### config.mk
export PLATFORM = sky130hd
export DESIGN_NAME = dem_edit_unit
export DESIGN_NICKNAME = d
export VERILOG_FILES = /design/src/common/dem_pkg.sv /design/src/rtl/dem_edit_unit.sv /design/src/rtl/dem_mem_port.sv
export SDC_FILE = /design/constraint.sdc
export NUM_CORES = 1
export LEC_CHECK = 0
export ABC_AREA = 1
export BUFFER_PORTS_ARGS = -buffer_cell sky130_fd_sc_hd__buf_2
export CORE_ASPECT_RATIO = 1.25
export CORE_MARGIN = 2
export CORE_UTILIZATION = 50
export CTS_CLUSTER_SIZE = 25
export DETAILED_ROUTE_END_ITERATION = 6
export PLACE_DENSITY = 0.76
export SLEW_MARGIN = 20
export SYNTH_ARGS = -nofsm -noshare
export SYNTH_HDL_FRONTEND = slang
export SYNTH_HIERARCHICAL = 1
export SYNTH_SLANG_ARGS = --single-unit
### constraint.sdc
create_clock -name sys_clk_i -period 4 [get_ports sys_clk_i]
set_input_delay 0.2 -clock sys_clk_i [delete_from_list [all_inputs] [get_ports sys_clk_i]]
set_output_delay 0.2 -clock sys_clk_i [all_outputs]
set_load 0.005 [all_outputs]
### src/common/dem_pkg.sv
// Shared constants and types for the decimal edit-and-mark datapath
`default_nettype none
package dem_pkg;
  // Address, field-length and flag word widths
  localparam int ADDR_W = 48;
  localparam int LEN_W  = 16;
  localparam int DFB_W  = 64;
  // Data flag bit positions
  localparam int DFB_FAULT = 38;
  localparam int DFB_ZERO  = 53;
  localparam int DFB_NEG   = 54;
  localparam int DFB_POS   = 55;
  // Zone nibbles for a stored digit
  localparam logic [3:0] ZONE_ASCII  = 4'h3;
  localparam logic [3:0] ZONE_EBCDIC = 4'hF;
  // Blank codes used as default fill
  localparam logic [7:0] BLANK_ASCII  = 8'h20;
  localparam logic [7:0] BLANK_EBCDIC = 8'h40;
  // Special pattern characters: sel, body, code
  localparam logic [1:0] SEL_ASCII  = 2'h3;
  localparam logic [1:0] SEL_EBCDIC = 2'h0;
  localparam logic [3:0] SEL_BODY   = 4'h8;
  localparam logic [1:0] CODE_DS    = 2'h0;
  localparam logic [1:0] CODE_SS    = 2'h1;
  localparam logic [1:0] CODE_FS    = 2'h2;
  localparam logic [1:0] CODE_ID    = 2'h3;
  // Sign nibble codes
  localparam logic [3:0] SIGN_MIN = 4'hA;
  localparam logic [3:0] MINUS_A  = 4'hB;
  localparam logic [3:0] MINUS_B  = 4'hD;
  // Upper mark bits at completion
  localparam logic [15:0] MARK_HI_CLR = 16'h0000;
  // Reset value of an index
  localparam logic [LEN_W-1:0] IDX_RST = 16'h0000;

  // Pattern character classes
  typedef enum logic [2:0] {P_MSG, P_DS, P_SS, P_FS, P_ID} dem_pat_t;

  // One byte storage access
  typedef struct packed {
    logic              we;
    logic [ADDR_W-1:0] addr;
    logic [7:0]        wdata;
  } dem_mem_cmd_t;

  // Operand descriptors of one operation
  typedef struct packed {
    logic [ADDR_W-1:0] a_base;
    logic [LEN_W-1:0]  a_len;
    logic [ADDR_W-1:0] b_base;
    logic [LEN_W-1:0]  b_len;
    logic [ADDR_W-1:0] c_base;
    logic [LEN_W-1:0]  c_len;
    logic              ascii;
  } dem_op_t;
endpackage
`default_nettype wire

### src/rtl/dem_edit_unit.sv
// Decimal edit-and-mark datapath: pattern, source and result sequencing
// What this block does
// - Sign in upper source nibble sets fault
// - Digit pattern after sign in field faults
// - After fault only the fault flag counts
// - Stop when result full or pattern ends
// - Exactly one zero/negative/positive status flag when no fault, none on a fault
// - Mark holds address before the nonzero digit that starts significance
// - Ordinary first pattern character becomes fill
// - Digit select: fill zeros until significant
// - Significance start sets the flip-flop
// - Plus sign clears flip-flop, writes nothing
// - Minus sign keeps flip-flop, messages copied
// - After plus, messages and zeros give fill
// - Special first character makes blank fill
// - Field separator clears flip-flop, stores fill
// - Later negative field updates mark address
// - Full result stops; status from examined digits
// - Mark undefined after misplaced sign
// - Zone nibble chosen by character set bit
// - Plus codes clear, minus codes keep flip-flop
`default_nettype none
module dem_edit_unit
  import dem_pkg::*;
(
  input  wire logic              sys_clk_i,
  input  wire logic              reset_i,
  input  wire logic              start_i,
  input  wire dem_pkg::dem_op_t  op_i,
  input  wire logic [63:0]       mark_init_i,
  output logic                   busy_o,
  output logic                   done_o,
  output logic [63:0]            data_flag_bits_o,
  output logic [63:0]            mark_o,
  output logic                   mem_req_o,
  output dem_pkg::dem_mem_cmd_t  mem_cmd_o,
  input  wire logic              mem_ack_i,
  input  wire logic [7:0]        mem_rdata_i
);
  import dem_pkg::*;

  // Sequencer states
  typedef enum logic [3:0] {
    S_IDLE, S_PAT_RD, S_PAT_WT, S_EXEC, S_SRC_RD,
    S_SRC_WT, S_WR, S_WR_WT, S_END
  } dem_state_t;

  dem_state_t        state;      // Current step
  dem_op_t           op;         // Latched operands
  logic [LEN_W-1:0]  a_idx;      // Next source byte
  logic [LEN_W-1:0]  b_idx;      // Next pattern byte
  logic [LEN_W-1:0]  c_idx;      // Next result byte
  logic [7:0]        pat;        // Pattern character in hand
  logic [7:0]        src;        // Source byte in hand
  logic              have_src;   // Source byte has a digit left
  logic              right;      // Next digit is the low nibble
  logic              first;      // First pattern character pending
  logic              tff;        // Significance flip-flop
  logic              sign_seen;  // Sign examined in this field
  logic              field_nz;   // Nonzero digit in this field
  logic              fault_q;    // Decimal data fault seen
  logic [7:0]        fill;       // Fill character
  logic [7:0]        wchar_q;    // Byte to be stored
  logic [ADDR_W-1:0] mark;       // Mark address
  // Storage port wires
  logic              p_valid;
  dem_mem_cmd_t      p_cmd;
  logic              p_done;
  logic [7:0]        p_rdata;
  // Execution decode
  dem_pat_t          cls;
  logic [3:0]        digit;
  logic [7:0]        zoned;
  logic [7:0]        blank;
  logic              need_src;
  logic              low_sign;
  logic              step;
  logic              next_t;
  logic              do_wr;
  logic [7:0]        next_wchar;
  logic              set_mark;
  logic              dig_nz;
  logic              two_fields;

  // Nibble is a sign code
  function automatic logic is_sign(input logic [3:0] n);
    return n >= SIGN_MIN;
  endfunction

  // Nibble is a plus sign code
  function automatic logic is_plus(input logic [3:0] n);
    return is_sign(n) && n != MINUS_A && n != MINUS_B;
  endfunction

  // Pattern character class for the character set
  function automatic dem_pat_t classify(input logic [7:0] c,
                                        input logic       asc);
    dem_pat_t r;
    r = P_MSG;
    if (c[7:6] == (asc ? SEL_ASCII : SEL_EBCDIC) && c[5:2] == SEL_BODY)
    begin
      case (c[1:0])
        CODE_DS: r = P_DS;
        CODE_SS: r = P_SS;
        CODE_FS: r = P_FS;
        default: r = P_ID;
      endcase
    end
    return r;
  endfunction

  // Storage access sequencer
  dem_mem_port u_port (
    .sys_clk_i   (sys_clk_i),
    .reset_i     (reset_i),
    .cmd_valid_i (p_valid),
    .cmd_i       (p_cmd),
    .cmd_done_o  (p_done),
    .rdata_o     (p_rdata),
    .mem_req_o   (mem_req_o),
    .mem_cmd_o   (mem_cmd_o),
    .mem_ack_i   (mem_ack_i),
    .mem_rdata_i (mem_rdata_i)
  );

  // Operand decode for the character in hand
  assign cls      = classify(pat, op.ascii);
  assign digit    = right ? src[3:0] : src[7:4];
  assign zoned    = {op.ascii ? ZONE_ASCII : ZONE_EBCDIC, digit};
  assign blank    = op.ascii ? BLANK_ASCII : BLANK_EBCDIC;
  assign need_src = (cls == P_DS) || (cls == P_ID);
  assign low_sign = !right && is_sign(src[3:0]);
  assign step     = !first && !(need_src && !have_src);
  assign two_fields = need_src && sign_seen;
  assign busy_o   = state != S_IDLE;

  // Edit decision for one pattern character
  always_comb
  begin
    next_t     = tff;
    do_wr      = 1'b0;
    next_wchar = fill;
    set_mark   = 1'b0;
    dig_nz     = 1'b0;
    unique case (cls)
      P_DS:
      begin
        do_wr  = 1'b1;
        dig_nz = digit != 4'h0;
        if (tff)
          next_wchar = zoned;
        else if (dig_nz)
        begin
          next_t     = 1'b1;
          set_mark   = 1'b1;
          next_wchar = zoned;
        end
      end
      // Skips a digit, no sample, no store
      P_ID: ;
      P_SS: next_t = 1'b1;
      P_FS:
      begin
        next_t = 1'b0;
        do_wr  = 1'b1;
      end
      // Message: copied only while significant
      P_MSG:
      begin
        do_wr      = 1'b1;
        next_wchar = tff ? pat : fill;
      end
    endcase
    // Trailing sign acts after its digit
    if (need_src && low_sign && is_plus(src[3:0]))
      next_t = 1'b0;
  end

  // Storage command for the current step
  always_comb
  begin
    p_valid = 1'b0;
    p_cmd   = '0;
    unique case (state)
      S_PAT_RD:
      begin
        p_valid    = b_idx != op.b_len;
        p_cmd.addr = op.b_base + ADDR_W'(b_idx);
      end
      S_SRC_RD:
      begin
        p_valid    = 1'b1;
        p_cmd.addr = op.a_base + ADDR_W'(a_idx);
      end
      S_WR:
      begin
        p_valid     = 1'b1;
        p_cmd.we    = 1'b1;
        p_cmd.addr  = op.c_base + ADDR_W'(c_idx);
        p_cmd.wdata = wchar_q;
      end
      default: ;
    endcase
  end

  // Step sequencer
  always_ff @(posedge sys_clk_i)
  begin
    if (reset_i)
      state <= S_IDLE;
    else
    begin
      unique case (state)
        S_IDLE:
          if (start_i)
            state <= (op_i.c_len == IDX_RST) ? S_END : S_PAT_RD;
        S_PAT_RD:
          state <= (b_idx == op.b_len) ? S_END : S_PAT_WT;
        S_PAT_WT: if (p_done) state <= S_EXEC;
        S_EXEC:
          if (first)
            state <= (cls == P_MSG) ? S_PAT_RD : S_EXEC;
          else if (!step)
            state <= S_SRC_RD;
          else
            state <= do_wr ? S_WR : S_PAT_RD;
        S_SRC_RD: state <= S_SRC_WT;
        S_SRC_WT: if (p_done) state <= S_EXEC;
        S_WR:     state <= S_WR_WT;
        S_WR_WT:
          if (p_done)
            state <= (c_idx + 16'h0001 == op.c_len) ? S_END
                                                    : S_PAT_RD;
        S_END:    state <= S_IDLE;
      endcase
    end
  end

  // Operand latch and field indices
  always_ff @(posedge sys_clk_i)
  begin
    if (reset_i)
    begin
      op    <= '0;
      a_idx <= IDX_RST;
      b_idx <= IDX_RST;
      c_idx <= IDX_RST;
      pat   <= 8'h00;
    end
    else if (state == S_IDLE && start_i)
    begin
      op    <= op_i;
      a_idx <= IDX_RST;
      b_idx <= IDX_RST;
      c_idx <= IDX_RST;
    end
    else
    begin
      if (state == S_PAT_WT && p_done)
        pat <= p_rdata;
      if (state == S_SRC_WT && p_done)
        a_idx <= a_idx + 16'h0001;
      if (state == S_EXEC && (step || (first && cls == P_MSG)))
        b_idx <= b_idx + 16'h0001;
      if (state == S_WR_WT && p_done)
        c_idx <= c_idx + 16'h0001;
    end
  end

  // Source byte and nibble tracking
  always_ff @(posedge sys_clk_i)
  begin
    if (reset_i || (state == S_IDLE && start_i))
    begin
      src      <= 8'h00;
      have_src <= 1'b0;
      right    <= 1'b0;
    end
    else if (state == S_SRC_WT && p_done)
    begin
      src      <= p_rdata;
      have_src <= 1'b1;
      right    <= 1'b0;
    end
    else if (state == S_EXEC && step && need_src)
    begin
      // Sign in low nibble ends the byte
      if (right || low_sign)
        have_src <= 1'b0;
      else
        right <= 1'b1;
    end
  end

  // Significance, fill, field status and fault
  always_ff @(posedge sys_clk_i)
  begin
    if (reset_i || (state == S_IDLE && start_i))
    begin
      first     <= 1'b1;
      tff       <= 1'b0;
      sign_seen <= 1'b0;
      field_nz  <= 1'b0;
      fill      <= 8'h00;
      wchar_q   <= 8'h00;
      if (reset_i)
        fault_q <= 1'b0;
      else
        fault_q <= 1'b0;
    end
    else
    begin
      // Sign code in the upper nibble
      if (state == S_SRC_WT && p_done && is_sign(p_rdata[7:4]))
        fault_q <= 1'b1;
      if (state == S_EXEC && first)
      begin
        first <= 1'b0;
        fill  <= (cls == P_MSG) ? pat : blank;
      end
      else if (state == S_EXEC && step)
      begin
        tff     <= next_t;
        wchar_q <= next_wchar;
        if (two_fields)
          fault_q <= 1'b1;
        if (dig_nz)
          field_nz <= 1'b1;
        if (need_src && low_sign)
          sign_seen <= 1'b1;
        if (cls == P_FS)
        begin
          sign_seen <= 1'b0;
          field_nz  <= 1'b0;
        end
      end
    end
  end

  // Mark address, reloaded per field at the nonzero digit that starts significance
  always_ff @(posedge sys_clk_i)
  begin
    if (reset_i)
      mark <= '0;
    else if (state == S_IDLE && start_i)
      mark <= mark_init_i[ADDR_W-1:0];
    else if (state == S_EXEC && step && set_mark)
      mark <= op.c_base + ADDR_W'(c_idx) - ADDR_W'(1);
  end

  // Completion outputs
  always_ff @(posedge sys_clk_i)
  begin
    if (reset_i)
    begin
      done_o           <= 1'b0;
      data_flag_bits_o <= '0;
      mark_o           <= '0;
    end
    else
    begin
      done_o <= state == S_END;
      if (state == S_END)
      begin
        data_flag_bits_o            <= '0;
        data_flag_bits_o[DFB_FAULT] <= fault_q;
        if (!fault_q)
        begin
          data_flag_bits_o[DFB_ZERO] <= !field_nz;
          data_flag_bits_o[DFB_NEG]  <= field_nz && tff;
          data_flag_bits_o[DFB_POS]  <= field_nz && !tff;
        end
        mark_o <= {MARK_HI_CLR, mark};
      end
    end
  end
endmodule // dem_edit_unit
`default_nettype wire

### src/rtl/dem_mem_port.sv
// Single outstanding byte access toward main storage
`default_nettype none
module dem_mem_port
  import dem_pkg::*;
(
  input  wire logic                  sys_clk_i,
  input  wire logic                  reset_i,
  input  wire logic                  cmd_valid_i,
  input  wire dem_pkg::dem_mem_cmd_t cmd_i,
  output logic                       cmd_done_o,
  output logic [7:0]                 rdata_o,
  output logic                       mem_req_o,
  output dem_pkg::dem_mem_cmd_t      mem_cmd_o,
  input  wire logic                  mem_ack_i,
  input  wire logic [7:0]            mem_rdata_i
);
  logic pend;  // Access waiting for acknowledge

  // Take a command when idle, hold it until acknowledged
  always_ff @(posedge sys_clk_i)
  begin
    if (reset_i)
    begin
      pend       <= 1'b0;
      mem_cmd_o  <= '0;
      cmd_done_o <= 1'b0;
      rdata_o    <= 8'h00;
    end
    else
    begin
      cmd_done_o <= pend && mem_ack_i;
      if (!pend && cmd_valid_i)
      begin
        pend      <= 1'b1;
        mem_cmd_o <= cmd_i;
      end
      else if (pend && mem_ack_i)
      begin
        pend    <= 1'b0;
        rdata_o <= mem_rdata_i;  // Read byte, don't care on a write
      end
    end
  end

  assign mem_req_o = pend;
endmodule // dem_mem_port
`default_nettype wire

==> results.md <==
Route:
- Routed signal wires occupy layers up through met4.
- The average via count per standard cell is 5.52.
- The met2 layer wire length in the routed design is 48.4 mm.
- The routed wirelength normalized by instance count is approximately 19 µm.
- The first-pass iteration count of the detailed router is 6.
- The detail route stage leaves a number of antenna-violating nets equal to 0.
- The post-detailed-routing wire length is 104 mm.
- After detailed routing, the number of remaining DRC violations is 0.
- The detailed router placed between 20,000 and 30,000 vias in this run.
- The first-iteration detailed-routing DRC count is ~2,600.
- For this block, wires on met1 add up to 41.2 mm.
- In the detailed route, the total length drawn on met3 is between 6 and 7 mm.

Synth:
- Sequential cells were found to cover 32.5% of the synthesized design area.
- The post-synthesis average cell area is ~6.3 µm².
- The largest total area in the synthesized netlist belongs to dfxtp_1.
- Yosys mapped a number of flops with a built-in enable equal to 0.
- Yosys attributes the largest share of cell area to dfxtp_1, nand2_1, nor2_1, o21ai_0, inv_1.
- Summing the areas of all and, or, nand and nor instances in the mapped netlist gives 35.2% of the synthesized area.
- The multiplexer share of the synthesized area is 0%.
- For this run, the number of Yosys warnings is 6.
- After Yosys synthesis, XOR and XNOR cells account for under 10% of the synthesized area.
- The number of storage elements in the synthesis netlist is between 400 and 500.
- The synthesized netlist devotes 16.5% of its cell area to compound gates.
- The synthesized area is ~27,000 µm².
- By area, the combinational part of the netlist is dominated by simple AND/OR/NAND/NOR gates.
- The adder-cell share of the synthesized area is under 10%.
- The fraction of post-synthesis cell area in the top cell type by area is roughly a third.
- The instance count of the mapped netlist is 4,241.
- The proportion of synthesized flip-flops having asynchronous set or reset is 0%.
- The most used flip-flop cell after synthesis is dfxtp_1.
- The number of distinct library cell variants in the gate-level netlist after synthesis is 61.

Critical path:
- For the worst flop-to-flop path, the logic depth is 20.
- The required time of the worst setup path is 4520 ps.
- The category of the most critical setup path is reg -> reg.
- Along the worst path, the maximum fanout reaches 5.
- The kind of start point of the critical path is a flop.
- The data arrival at the endpoint of the critical path is 4110 ps.
- For this run, the slowest stage of the critical path takes about 440 ps.
- STA classifies the critical path endpoint as a flop.
- Traced cell by cell, the critical path runs through ha_1 > inv_1 > fa_1 > inv_1 > nand2_1 > nand2_2 > nand2_1 > nor2_2 > nand3_2 > nor2_2 > nand3_2 > inv_2 > nand2_2 > nor2_4 > nand3_2 > nor3_2 > nand3_1 > nand2_1 > nand3_1 > a21oi_1.
- The cell with the largest stage delay on the worst path is dfxtp_1.

Placement:
- The worst setup timing slack at the placement stage is 533 ps.
- The placed instance count is between 5,000 and 6,000.
- The cell area reported after detailed placement is a little under 30,000 µm².
- The number of buffer cells added on primary ports is around 350.
- The HPWL reported at the end of detailed placement is a little under 80 mm.
- The final weighted congestion in routability-driven placement is 1.03.

GRT:
- Across every metal layer, demand over resource in global routing totals a little over a third.
- The number of antenna violations at the first check in global routing was 0.
- Entering global routing, the biggest net connects between 100 and 150 pins.
- The overflow left after global routing is 0.
- The number of global-route vias before repair is around 28,000.
- The first global-routing pass estimated 157 mm of wire.

Pwr:
- The largest voltage drop on the vdd net is approximately 0.001 V.
- Cell internal power was estimated by the tool at just over 10 mW.
- Power comes to around 19 mW.
- The areal power density over the cells is ~570 nW/µm².
- The power spent charging and discharging nets is between 8 and 9 mW.
- Sequential cells burn between 30% and 40% of the power.
- Of the total power, combinational logic draws between 40% and 50%.
- The clock share of power is between 20% and 30%.
- In this run switching power makes up around 44% of total power.
- The leakage power figure is between 10 and 15 nW.

Finish:
- 0 antenna diodes ended up in the layout.
- In the layout the commonest cells are nand2_1, nor2_1, inv_1, dfxtp_1, o21ai_0.
- The total non-filler cell area in the finished layout is 32,300 µm².
- The most frequent standard cell in the layout excluding fill and tap cells is nand2_1.
- The number of filler cells placed in the layout is 5,131.
- After the last flow step, the layout net total stands at around 5,000.
- The utilization after layout is 60.4%.
- The post-route non-filler standard cell count is ~5,400.
- Summing all flip-flop and latch instances after layout gives slightly below 9000 µm².
- The area added between synthesis and finish is 20.2%.
- The multi-input combinational cell area is ~15,000 µm².
- The post-route netlist has ~14% of its cells at a drive strength greater than 1.

Clock tree:
- The later pin in the worst-skew pair is clocked with a latency of about 600 ps.
- The number of setup buffers added after CTS is 0.
- Once the clock tree was built, the resizer swapped 0 gates to a different size.
- TritonCTS built the clock tree.
- CTS saw between 400 and 500 sinks.
- The number of buffers on the longest clock path is 3.
- The H-tree was split into 2 levels.
- The clock slew seen by the registers of the worst setup and hold paths is roughly 70 ps.
- The root buffer cell chosen for the clock tree is clkbuf_16.
- The total CTS buffers is 46.

STA:
- The final sum of negative setup slack is 0 ps.
- Setup repair after global routing left no endpoint under its margin.
- Setup violations remaining at the end of the flow were counted as 0.
- For the pin with the worst max-slew slack, the measured transition is approximately 920 ps.
- The final-report max-slew violation count is 0.
- Hold timing on the final database bottoms out at a slack of 9.22 ps.
- The total count of hold-check failures in the final report was 0.
- The post-route clock skew is between 20 and 30 ps.
- The highest attainable clock frequency is 279 MHz.
- The final critical delay including setup and external delays is approximately 3600 ps.
- Measured against its own limit, the worst slew margin works out to approximately two fifths.
- The final critical path takes up roughly 90% of the cycle.
- The worst-case setup margin in the final layout is between 400 and 500 ps.

Floorplanning:
- Measured along the y axis, the die boundary spans roughly 260 µm.
- The die covers ~56,000 µm².
- The standard-cell row count is 95.
- The starting density of the core is approximately half.
- In this run the count of I/O pins placed on the die edge is between 400 and 500.
- The x dimension of the die is about 210 µm.
- The area of the core region is 53,500 µm².

Worst hold path:
- The hold path depth is 3.
- The worst min-delay path class is in -> reg.

Job:
- The number of max-capacitance violations reported is 0.

Status:
- The run finished with clean final reports.
-- final timing paths --
| check | startpoint | slack [ps] | end |
|---|---|---|---|
| setup / recovery | c_idx[0] | 410 | mark[35] |
| hold / removal | op_i[99] | 9 | op[99] |
| setup reg to reg | c_idx[0] | 410 | mark[35] |
| hold reg to reg | mark[9] | 460 | mark[9] |
-- repair_timing --
item	CTS	global route
setup endpoints to repair	0	0
hold buffers	191	0
hold endpoints to repair	193	0
-- per-layer routing --
| metal | global-route usage (%) | vias up |
|---|---|---|
| met5 | 0 | - |
| met4 | 22.0 | 0 |
| met3 | 4.29 | 322 |
| met2 | 61.3 | 1266 |
| met1 | 43.8 | 13704 |
| li1 | - | 14599 |
-- power by group through the flow --
| stage | Sequential (mW) | Clock [mW] | Combinational, mW |
|---|---|---|---|
| global route | 6.45 | 4.64 | 8.44 |
| CTS | 6.32 | 4.49 | 7.55 |
| detailed placement | 6.40 | 0 | 7.36 |
| finish | 6.36 | 4.46 | 7.73 |
| floorplan | 6.14 | 0 | 4.99 |
| global placement | 6.40 | 0 | 7.28 |
-- cells in the mapped netlist, drive strengths merged, types with 3 or more instances --
library cell  instances
a211oi                5
a21oi               318
a221oi                3
a31oi                15
a41oi                 7
and2                  4
buf                 108
clkbuf              127
clkinv                9
dfxtp               436
fa                    3
ha                   55
inv                 478
nand2               918
nand3               314
nand3b                9
nand4                71
nor2                709
nor3                 63
nor3b                 3
nor4                 31
o211ai               41
o21ai               403
o21bai                3
o221ai               11
or2                  26
xnor2                 5
xor2                 49
-- cell type report --
cell class / count / share of cell area (%)
Clock buffer: 65 / 4.16
Clock inverter: 17 / 0.573
Tap cell: 679 / 2.63
Timing Repair Buffer: 574 / 12.2
Sequential cell: 436 / 27.0
Inverter: 487 / 5.70
Multi-Input combinational cell: 3158 / 47.7
-- cells by family after synthesis --
logic type | count (synthesis)
compound gates | 822
xor+xnor | 54
fa+ha+maj | 58
buf+inv | 722
flops | 436
other cells | 1
simple gates | 2148
-- registers in the layout, summed over array words and instances (netlist names), 4 cells and up --
signal,cells
op,177
u_port/mem_cmd_o,57
mark,48
mark_o,48
a_idx,16
b_idx,16
c_idx,16
fill,8
pat,8
src,8
u_port/rdata_o,8
wchar_q,8
data_flag_bits_o,4
state,4
-- worst max-delay path, delay by kind of cell, from the launching register on --
family,cells,cell delay [ps]
compound gates,1,180
fa+ha+maj,2,650
buf+inv,3,340
flops,1,440
simple gates,14,1900
Power figures use the tool's default switching activity.
